File: config.mk
export PLATFORM = sky130hd
export DESIGN_NAME = frame_sync_manager
export DESIGN_NICKNAME = d
export VERILOG_FILES = /design/src/rtl/frame_sync_pkg.sv /design/src/rtl/sync_input.sv /design/src/rtl/offset_sync_gen.sv /design/src/rtl/frame_sync_manager.sv
export SDC_FILE = /design/constraint.sdc
export NUM_CORES = 1
export LEC_CHECK = 0
export BUFFER_PORTS_ARGS = -buffer_cell sky130_fd_sc_hd__buf_4
export CORE_MARGIN = 10
export CORE_UTILIZATION = 55
export CTS_BUF_LIST = sky130_fd_sc_hd__clkbuf_8 sky130_fd_sc_hd__clkbuf_16
export DETAILED_ROUTE_END_ITERATION = 10
export GPL_ROUTABILITY_DRIVEN = 0
export PLACE_DENSITY = 0.73
export SKIP_LAST_GASP = 1
export SYNTH_ARGS = -nofsm -noshare
export SYNTH_HDL_FRONTEND = slang
export SYNTH_HIERARCHICAL = 1
export SYNTH_SLANG_ARGS = --single-unit
File: constraint.sdc
create_clock -name clk -period 3.8 [get_ports clk]
set_clock_uncertainty 0.05 [all_clocks]
set_input_delay 0.19 -clock clk [delete_from_list [all_inputs] [get_ports clk]]
set_output_delay 0.19 -clock clk [all_outputs]
set_load 0.05 [all_outputs]
File: src/rtl/frame_sync_pkg.sv
package frame_sync_pkg;
	localparam int          ADDR_W         = 3;
	localparam int          DATA_W         = 16;
	localparam int          CNT_W          = 16;
	localparam logic [2:0]  OFS_CONTROL    = 3'h0;
	localparam logic [2:0]  OFS_LOWER      = 3'h1;
	localparam logic [2:0]  OFS_UPPER      = 3'h2;
	localparam logic [2:0]  OFS_STATE      = 3'h3;
	localparam logic [2:0]  OFS_CHANGE     = 3'h4;
	localparam logic [2:0]  OFS_IRQ_EN     = 3'h5;
	localparam int          POS_HITMISS    = 0;
	localparam int          POS_HOLD       = 2;
	localparam int          POS_SPLIT      = 3;
	localparam int          POS_WINDOW     = 4;
	localparam logic [15:0] RST_CONTROL    = 16'h0000;
	localparam logic [15:0] RST_OFFSET     = 16'h0000;
	localparam logic [15:0] CONTROL_MASK   = 16'h00FF;
	// Frame length in byte clock cycles until a pulse spacing is first measured
	localparam logic [15:0] FRAME_LEN_DFLT = 16'h2000;

	typedef enum logic [2:0] {
		ST_HUNT  = 3'b001,
		ST_OUT   = 3'b010,
		ST_IN    = 3'b100
	} fly_state_t;
endpackage

File: src/rtl/sync_input.sv
`timescale 1ns/100ps
module sync_input (
	input  wire logic clk,
	input  wire logic arst_n,
	input  wire logic pin,
	output logic      rise
);
	logic meta_reg;
	logic sync_reg;
	logic last_reg;

	always_ff @(posedge clk or negedge arst_n) begin
		if (!arst_n) begin
			meta_reg <= 1'b0;
			sync_reg <= 1'b0;
			last_reg <= 1'b0;
		end else begin
			meta_reg <= pin;
			sync_reg <= meta_reg;
			last_reg <= sync_reg;
		end
	end

	assign rise = sync_reg & ~last_reg;
endmodule

File: src/rtl/offset_sync_gen.sv
`timescale 1ns/100ps
module offset_sync_gen (
	input  wire logic                             clk,
	input  wire logic                             arst_n,
	input  wire logic [frame_sync_pkg::CNT_W-1:0] phase,
	input  wire logic [frame_sync_pkg::CNT_W-1:0] offset,
	output logic                                  frame_sync
);
	import frame_sync_pkg::*;

	// One-cycle pulse in the cycle after the frame phase equals the offset
	always_ff @(posedge clk or negedge arst_n) begin
		if (!arst_n) begin
			frame_sync <= 1'b0;
		end else begin
			frame_sync <= (phase == offset);
		end
	end
endmodule

File: src/rtl/frame_sync_manager.sv
// The implementer's own choice: strobed register access.
`timescale 1ns/100ps
module frame_sync_manager (
	input  wire logic                              clk,
	input  wire logic                              arst_n,
	input  wire logic                              ext_sync,
	input  wire logic [frame_sync_pkg::ADDR_W-1:0] addr,
	input  wire logic [frame_sync_pkg::DATA_W-1:0] wdata,
	input  wire logic                              wr,
	input  wire logic                              rd,
	output logic      [frame_sync_pkg::DATA_W-1:0] rdata,
	output logic                                   lower_frame_sync,
	output logic                                   upper_frame_sync,
	output logic                                   irq
);
	import frame_sync_pkg::*;

	logic [15:0]      control_reg;
	logic [15:0]      lower_reg;
	logic [15:0]      upper_reg;
	logic             change_reg;
	logic             irq_en_reg;
	logic             in_sync_reg;
	logic [15:0]      shown_lower_reg;
	logic [15:0]      shown_upper_reg;
	logic [15:0]      phase_reg;
	logic [15:0]      frame_len_reg;
	logic [15:0]      meas_reg;
	logic [2:0]       count_reg;
	logic             seen_reg;
	fly_state_t       state_reg;

	logic             pulse;
	logic [1:0]       hit_miss_count;
	logic             flywheel_hold;
	logic             split_domain_select;
	logic [3:0]       jitter_tolerance_window;
	logic [16:0]      dist_fwd;
	logic [16:0]      dist_back;
	logic             in_window;
	logic             window_end;
	logic             hit;
	logic             miss;
	logic [2:0]       needed;
	logic             enter_sync;
	logic             leave_sync;
	logic             change_set;
	logic             change_read;
	logic [15:0]      upper_used;

	////////////////////////////////////////////////////////////////////////
	sync_input u_sync_input (
		.clk    (clk),
		.arst_n (arst_n),
		.pin    (ext_sync),
		.rise   (pulse)
	);

	assign hit_miss_count          = control_reg[POS_HITMISS +: 2];
	assign flywheel_hold           = control_reg[POS_HOLD];
	assign split_domain_select     = control_reg[POS_SPLIT];
	assign jitter_tolerance_window = control_reg[POS_WINDOW +: 4];

	assign needed = {1'b0, hit_miss_count} + 3'h1;

	// distance from the predicted frame start, both directions
	assign dist_fwd  = {1'b0, phase_reg};
	assign dist_back = {1'b0, frame_len_reg} - {1'b0, phase_reg};
	assign in_window = (dist_fwd <= {13'h0000, jitter_tolerance_window})
		|| (dist_back <= {13'h0000, jitter_tolerance_window});
	assign window_end = (phase_reg == {12'h000, jitter_tolerance_window});
	assign hit  = pulse && in_window && (state_reg != ST_HUNT);
	assign miss = window_end && !seen_reg && !pulse && (state_reg != ST_HUNT);

	assign enter_sync = !in_sync_reg && hit && (count_reg + 3'h1 >= needed);
	assign leave_sync = in_sync_reg && miss && (count_reg + 3'h1 >= needed);

	////////////////////////////////////////////////////////////////////////
	// Flywheel phase counter
	always_ff @(posedge clk or negedge arst_n) begin
		if (!arst_n) begin
			phase_reg <= 16'h0000;
		end else if (pulse && !flywheel_hold
			&& (state_reg == ST_HUNT || (state_reg == ST_OUT && !in_window)))
		begin
			// realign on a new pulse position
			// Pulse cycle is phase zero, so a zero window means exact
			phase_reg <= 16'h0001;
		end else if (phase_reg >= frame_len_reg - 16'h0001) begin
			phase_reg <= 16'h0000;
		end else begin
			phase_reg <= phase_reg + 16'h0001;
		end
	end

	// Frame length learned from pulse spacing
	always_ff @(posedge clk or negedge arst_n) begin
		if (!arst_n) begin
			meas_reg      <= 16'h0000;
			frame_len_reg <= FRAME_LEN_DFLT;
		end else if (pulse) begin
			meas_reg <= 16'h0001;
			if (!flywheel_hold && !in_sync_reg && meas_reg > 16'h0001) begin
				frame_len_reg <= meas_reg;
			end
		end else if (meas_reg != 16'hFFFF && meas_reg != 16'h0000) begin
			meas_reg <= meas_reg + 16'h0001;
		end
	end

	// Pulse seen in the current window
	always_ff @(posedge clk or negedge arst_n) begin
		if (!arst_n) begin
			seen_reg <= 1'b0;
		end else if (window_end) begin
			seen_reg <= 1'b0;
		end else if (hit) begin
			seen_reg <= 1'b1;
		end
	end

	////////////////////////////////////////////////////////////////////////
	// Hit/miss state machine
	always_ff @(posedge clk or negedge arst_n) begin
		if (!arst_n) begin
			state_reg   <= ST_HUNT;
			count_reg   <= 3'h0;
			in_sync_reg <= 1'b0;
		end else begin
			case (state_reg)
				ST_HUNT: begin
					if (pulse) begin
						state_reg <= ST_OUT;
						count_reg <= 3'h0;
					end
				end
				ST_OUT: begin
					if (enter_sync) begin
						state_reg   <= ST_IN;
						in_sync_reg <= 1'b1;
						count_reg   <= 3'h0;
					end else if (hit) begin
						count_reg <= count_reg + 3'h1;
					end else if (miss || (pulse && !in_window)) begin
						count_reg <= 3'h0;
					end
				end
				ST_IN: begin
					if (leave_sync) begin
						state_reg   <= ST_OUT;
						in_sync_reg <= 1'b0;
						count_reg   <= 3'h0;
					end else if (miss) begin
						count_reg <= count_reg + 3'h1;
					end else if (hit) begin
						count_reg <= 3'h0;
					end
				end
				default: begin
					state_reg   <= ST_HUNT;
					count_reg   <= 3'h0;
					in_sync_reg <= 1'b0;
				end
			endcase
		end
	end

	////////////////////////////////////////////////////////////////////////
	// Offsets applied to the on-chip syncs
	always_ff @(posedge clk or negedge arst_n) begin
		if (!arst_n) begin
			shown_lower_reg <= RST_OFFSET;
			shown_upper_reg <= RST_OFFSET;
		end else if (enter_sync || !in_sync_reg) begin
			shown_lower_reg <= lower_reg;
			shown_upper_reg <= upper_used;
		end
	end

	assign upper_used = split_domain_select ? upper_reg : lower_reg;

	offset_sync_gen u_lower_gen (
		.clk        (clk),
		.arst_n     (arst_n),
		.phase      (phase_reg),
		.offset     (shown_lower_reg),
		.frame_sync (lower_frame_sync)
	);

	offset_sync_gen u_upper_gen (
		.clk        (clk),
		.arst_n     (arst_n),
		.phase      (phase_reg),
		.offset     (shown_upper_reg),
		.frame_sync (upper_frame_sync)
	);

	////////////////////////////////////////////////////////////////////////
	// Register writes
	always_ff @(posedge clk or negedge arst_n) begin
		if (!arst_n) begin
			control_reg <= RST_CONTROL;
			lower_reg   <= RST_OFFSET;
			upper_reg   <= RST_OFFSET;
			irq_en_reg  <= 1'b0;
		end else if (wr) begin
			case (addr)
				OFS_CONTROL: control_reg <= wdata & CONTROL_MASK;
				OFS_LOWER:   lower_reg   <= wdata;
				OFS_UPPER:   upper_reg   <= wdata;
				OFS_IRQ_EN:  irq_en_reg  <= wdata[0];
				default: begin
				end
			endcase
		end
	end

	assign change_set  = enter_sync || leave_sync;
	assign change_read = rd && (addr == OFS_CHANGE);

	always_ff @(posedge clk or negedge arst_n) begin
		if (!arst_n) begin
			change_reg <= 1'b0;
		end else if (change_set) begin
			change_reg <= 1'b1;
		end else if (change_read) begin
			change_reg <= 1'b0;
		end
	end

	// Read data one cycle after the strobe
	always_ff @(posedge clk or negedge arst_n) begin
		if (!arst_n) begin
			rdata <= 16'h0000;
		end else if (rd) begin
			case (addr)
				OFS_CONTROL: rdata <= control_reg & CONTROL_MASK;
				OFS_LOWER:   rdata <= lower_reg;
				OFS_UPPER:   rdata <= upper_reg;
				OFS_STATE:   rdata <= {15'h0000, in_sync_reg};
				OFS_CHANGE:  rdata <= {15'h0000, change_reg};
				OFS_IRQ_EN:  rdata <= {15'h0000, irq_en_reg};
				default:     rdata <= 16'h0000;
			endcase
		end else begin
			rdata <= 16'h0000;
		end
	end

	assign irq = change_reg & irq_en_reg;
endmodule

---- Word-level counts from Yosys, hierarchy flattened ----
Cells that the tools add are included.
storage, ports and cells
  register bits after elaboration ......... 151
  bits in latches ......................... 0
  RAM bits ................................ 0
  bits in read-only memories .............. 0
  output and inout bits ................... 19
  memories ................................ 0
operators by class
  add/subtract/negate cells ............... 6
  multiply operators ...................... 0
  div/mod/pow operators ................... 0
  order comparisons ....................... 5
  equality and inequality tests ........... 18
  shift-type cells ........................ 0
  muxes and demuxes ....................... 26
  bitwise gates (word level) .............. 4
  reduce and logical (&&, ||, !) cells .... 40
operator list
  operator                                                         number
  2-to-1 mux 16 bit                                                6
  one-hot mux 16 bit (6 select lines)                              1
  adder 16 x 1 -> 16 bit (second input constant)                   2
  == test 16 bit                                                   2
  2-to-1 mux 3 bit                                                 10
  one-hot mux 3 bit (3 select lines)                               2
  less-or-equal comparator 17 x 4 -> 1 bit                         1
  logical AND 1 bit                                                17
  subtractor 16 x 16 -> 17 bit                                     1
  == test 16 x 4 -> 1 bit                                          1
  >= comparator 16 bit                                             1
  greater-than comparator 16 x 1 -> 1 bit (second input constant)  1
  less-or-equal comparator 16 x 4 -> 1 bit                         1
  != test 16 bit (second input constant)                           1
  nonzero test 16 bit                                              1
  subtractor 16 x 1 -> 16 bit (second input constant)              1
  AND reduction 2 bit                                              5
  == test 3 x 2 -> 1 bit (second input constant)                   3
  == test 3 bit (second input constant)                            3
  AND reduction 3 bit                                              3
  == test 3 x 1 -> 1 bit (second input constant)                   2
  2-to-1 mux 1 bit                                                 6
  != test 2 bit (second input constant)                            3
  nonzero test 2 bit                                               3
  other kinds (12)                                                 22

---- Longest topological paths before layout ----
  word-level depth ........................ 10
  depth in mapped cells ................... 16

---- Modules after synthesis ----
Netlist, hierarchy kept.
by module, submodules not included
  module              instances  cells each  area each (µm²)
  frame_sync_manager  1          789         8202.9
  offset_sync_gen     2          22          202.7
  sync_input          1          4           88.8

---- Least setup slack after synthesis ----
OpenSTA, ideal clock, no wires.
  path type ............................... register to register
  from .................................... register phase_reg[1]
  to ...................................... register count_reg[0]
  data arrival time ....................... 3.307 ns
  required time ........................... 3.625 ns
  setup slack ............................. 0.318 ns
  cell stages (with the launch flop) ...... 16
  buffers on the path ..................... 0
  period minus slack after synthesis ...... 3.482 ns
  path through ............................ dfrtp_1 > inv_1 > ha_1 > nor2b_1 > o21a_1 > nor2_1 > xnor2_1 > ha_1 > a21oi_1 > a21oi_1 > or3_1 > a211oi_1 > nand4_2 > or2_0 > o221a_2 > mux2_2
between the ends
  word-level cells in the longest chain between the ends .. 9
  elaborated cells between the ends (all ways) .. 25
  classes of those cells .................. add/sub: 1; order compare: 2; eq/ne: 3; mux: 5; reduce/logical: 14
ends and longest elaborated chain
  element                                                                                     RTL line                   text
  start, declared                                                                             frame_sync_manager.sv:26   logic [15:0] phase_reg;
  start signal, assigned                                                                      frame_sync_manager.sv:92   phase_reg <= phase_reg + 16'h0001;
  subtractor 16 x 16 -> 17 bit                                                                frame_sync_manager.sv:68   assign dist_back = {1'b0, frame_len_reg} - {1'b0, phase_reg};
  less-or-equal comparator 17 x 4 -> 1 bit                                                    frame_sync_manager.sv:70   || (dist_back <= {13'h0000, jitter_tolerance_window});
  logical OR 1 bit                                                                            frame_sync_manager.sv:70
  logical AND 1 bit (2 in a row)                                                              frame_sync_manager.sv:72   assign hit = pulse && in_window && (state_reg != ST_HUNT);
  logical AND 1 bit (2 in a row)                                                              frame_sync_manager.sv:75   assign enter_sync = !in_sync_reg && hit && (count_reg + 3'h1 >= needed);
  != test 4 x 3 -> 1 bit (no source line) or 2-to-1 mux 3 bit (tied branches)                 -
  AND reduction 3 bit (no source line) or one-hot mux 3 bit (3 select lines) (tied branches)  -
  end signal, assigned                                                                        frame_sync_manager.sv:143  count_reg <= count_reg + 3'h1;
  end signal, assigned                                                                        frame_sync_manager.sv:154  count_reg <= count_reg + 3'h1;
  end, declared                                                                               frame_sync_manager.sv:29   logic [2:0] count_reg;
Several ways; a longest one is shown, not always the timed one.
A chain may end at the register's enable or synchronous reset.

---- Worst setup path after layout ----
  from .................................... register phase_reg[10]
  to ...................................... register count_reg[0]
The elaborated chain is that of the path after synthesis.

==> results.sh <==
export IMPL_grt_use_total_pct=19.99
export IMPL_period_share_pct=93.24
export IMPL_hp_start="wr"
export IMPL_hold_end="irq_en_reg"
export IMPL_reg2reg_to="count_reg[0]"
export IMPL_setup_viol=0
export IMPL_clock_latency_ps=430
export IMPL_path_cells="inv_1, ha_1, a21o_1, a21oi_1, o21bai_1, a211o_1, o31ai_1, o211ai_1, or2_0, o221a_2, mux2_2"
export IMPL_drc_errors=0
export IMPL_slew_headroom_pct=7.646
export IMPL_end_kind="flop"
export IMPL_clk_pin_slew_worst_paths_ps=70
export IMPL_routed_wirelength_um=21100
export IMPL_arrival_ps=3810
export IMPL_diodes=0
export IMPL_synth_cell_area_um2=8697
export IMPL_synthFlopType="dfrtp_1"
export IMPL_area_delta_synth_final_pct=15.84
export IMPL_clock_sinks=151
export IMPL_cp_slowest_cell="dfrtp_1"
export IMPL_initial_core_util_pct=56.58
export IMPL_first_iter_violations=482
export IMPL_firstDrtPassIters=5
export IMPL_ys_ff_latch=151
export IMPL_synth_edf_count=0
export IMPL_port_buffers=42
export IMPL_slew_viol_final=0
export IMPL_status="complete, no violations"
export IMPL_holdWs_ps=108.6
export IMPL_vias=6753
export IMPL_min_path_type="input port to flop"
export IMPL_reg2reg_from="phase_reg[10]"
export IMPL_h_tree_depth=4
export IMPL_max_freq_ghz=0.2822
export IMPL_wl_per_cell_um=18.70
export IMPL_peakVddDrop_mv=0.3786
export IMPL_crit_path_max_incr_delay_ps=510
export IMPL_syn_inst=837
export IMPL_grt_pass1_vias=6912
export IMPL_async_reset_ff_share_pct=100.0
export IMPL_yosys_warnings=6
export IMPL_cts_setup_buffers=0
export IMPL_rows=45
export IMPL_crit_required_ps=4070
export IMPL_grt_max_degree=93
export IMPL_p_leak_nw=4.586
export IMPL_timing_critical_path_buf_inv=1
export IMPL_min_path_cells=3
export IMPL_layout_cells_most_common="dfrtp_1"
export IMPL_fin_crit_ps=3543
export IMPL_avgSynthCellArea_um2=10.39
export IMPL_syn_num_nets=913
export IMPL_cp_max_fo=8
export IMPL_drive_above_1_share_pct=19.85
export IMPL_vias_per_cell=5.987
export IMPL_drv_cap=0
export IMPL_ys_types=68
export IMPL_crit_family="compound AO/OA/AOI/OAI gates"
export IMPL_hold_viol=0
export IMPL_crit_type="flop to flop"
export IMPL_io_pins=43
export IMPL_tns_ps=0
export IMPL_fin_nets=980
export IMPL_die_x_um=145.8
export IMPL_grt_overflow=0
export IMPL_clockRootBuffer="clkbuf_16"
export IMPL_dp_hpwl_um=15260
export IMPL_ant_nets=0
export IMPL_die_h_um=145.8
export IMPL_antenna_found_initial=0
export IMPL_worst_slew_pin_slew_ps=1382
export IMPL_n_fill_cell=1207
export IMPL_cts_buffer_depth=2
export IMPL_design_core_area_um2=15370
export IMPL_r2r_slack_ps=260
export IMPL_yosysSeqAreaShare_pct=43.48
export IMPL_layout_common_cells="dfrtp_1 (149), mux2_2 (69), nor2_1 (65)"
export IMPL_start_kind="flop"
export IMPL_grt_first_pass_wirelength_um=35220
export IMPL_cts_tree="done"
export IMPL_grt_setup_unrepaired="false"
export IMPL_power_density_nw_per_um2=637.6
export IMPL_r2r_cells=11
export IMPL_numCtsBuffers=17
export IMPL_dieArea_um2=21240
## per-layer routing
layer | routed length [um] | part of all wire, % | global-route usage (%) | vias to the layer above
met5 | 0 | 0 | 0 | -
met4 | 417 | 2.0 | 7.179 | 0
met3 | 1018 | 4.8 | 3.974 | 38
met2 | 10340 | 49 | 32.83 | 207
met1 | 9321 | 44 | 25.62 | 3371
li1 | - | - | - | 3137
## final cells by class
type / count / area [um2] / area share (%)
Clock buffer: 17 / 425.4 / 4.223
Clock inverter: 15 / 150.1 / 1.490
Inverter: 34 / 127.6 / 1.267
Multi-Input combinational cell: 625 / 4712 / 46.77
Sequential cell: 151 / 3781 / 37.53
Tap cell: 211 / 264.0 / 2.620
Timing Repair Buffer: 75 / 614.3 / 6.098
## what timing repair did
action                     in CTS  in global routing
gates resized for setup         0                  1
hold buffers                   19                  0
hold endpoints to repair      132                  0
setup endpoints to repair       0                 10
## worst max path at each step
stage / start / end / slack [ps] / depth (start not counted)
after global routing: frame_len_reg[0] / count_reg[0] / 70 / 14
after floorplan: phase_reg[1] / count_reg[0] / 320 / 15
after global placement: frame_len_reg[0] / count_reg[0] / 270 / 14
final: phase_reg[10] / count_reg[0] / 260 / 11
after detailed placement: frame_len_reg[0] / count_reg[0] / 160 / 14
after CTS: frame_len_reg[0] / count_reg[0] / 150 / 14
## synthesized netlist by cell type, drive strengths merged (2+ instances only)
| cell | instances | area (um2) |
|---|---|---|
| mux2 | 69 | 777.0 |
| buf | 6 | 28.78 |
| nand3 | 19 | 95.09 |
| o221a | 2 | 22.52 |
| nand2 | 49 | 183.9 |
| o21a | 6 | 45.04 |
| or4 | 4 | 30.03 |
| clkbuf | 21 | 78.83 |
| a21oi | 30 | 153.9 |
| o22ai | 4 | 25.02 |
| and2 | 4 | 25.02 |
| xor2 | 19 | 166.4 |
| nor2b | 11 | 83.83 |
| a22oi | 9 | 67.56 |
| nor2 | 65 | 244.0 |
| and3 | 5 | 31.28 |
| xnor2 | 60 | 525.5 |
| o31ai | 4 | 57.55 |
| a211oi | 3 | 22.52 |
| and4 | 6 | 52.55 |
| a211o | 4 | 35.03 |
| ha | 51 | 638.1 |
| a31oi | 2 | 18.77 |
| o211ai | 4 | 30.03 |
| nor3 | 32 | 165.2 |
| nor3b | 3 | 22.52 |
| o2111ai | 2 | 17.52 |
| mux2i | 25 | 250.2 |
| nor4 | 12 | 87.58 |
| inv | 34 | 127.6 |
| nand2b | 8 | 50.05 |
| nand4 | 21 | 137.6 |
| o21bai | 2 | 15.01 |
| o21ai | 46 | 230.2 |
| nand3b | 3 | 22.52 |
| or2 | 5 | 31.28 |
| or3 | 5 | 36.28 |
| dfrtp | 149 | 3729 |
| a2111oi | 2 | 17.52 |
| dfstp | 2 | 52.55 |
| a21o | 14 | 105.1 |
## through the flow
| step | area, um2 | setup slack (ps) | utilization (%) | std cells | power (mW) |
|---|---|---|---|---|---|
| after floorplan | 8697 | 318.2 | - | 837 | 4.080 |
| after global placement | 9304 | 270.6 | 60.53 | 1077 | 4.602 |
| after detailed placement | 9304 | 162.2 | 60.53 | 1077 | 4.751 |
| after CTS | 10070 | 151.9 | 65.51 | 1128 | 6.415 |
| after global routing | 10070 | 71.88 | 65.54 | 1128 | 6.852 |
| final | 10070 | 257.0 | 65.54 | 1128 | 6.424 |
## kinds of logic after synthesis
group / after synthesis / share of synthesized area (%)
and+or+nand+nor: 256 / 15.38
DFF: 151 / 43.48
AOI/OAI and AO/OA: 143 / 10.85
muxes: 95 / 12.07
xor gates and xnor gates: 79 / 7.956
buffers and inverters: 61 / 2.705
adders and majority gates: 52 / 7.567
## worst reg2reg max path, stage by stage, from the launching register on
cell and delay, ps:
dfrtp_1 510, inv_1 170, ha_1 430, a21o_1 240
a21oi_1 210, o21bai_1 140, a211o_1 340, o31ai_1 230
o211ai_1 230, or2_0 300, o221a_2 320, mux2_2 270
## where the power goes
group	total, mW	internal, mW	leakage [nW]	switching [mW]
Sequential	2.18	1.89	1.93	0.290
Clock	1.64	0.874	0.279	0.764
Combinational	2.60	1.20	2.38	1.40
Total	6.42	3.97	4.59	2.45
No activity file was read; power rests on OpenSTA's default activity.
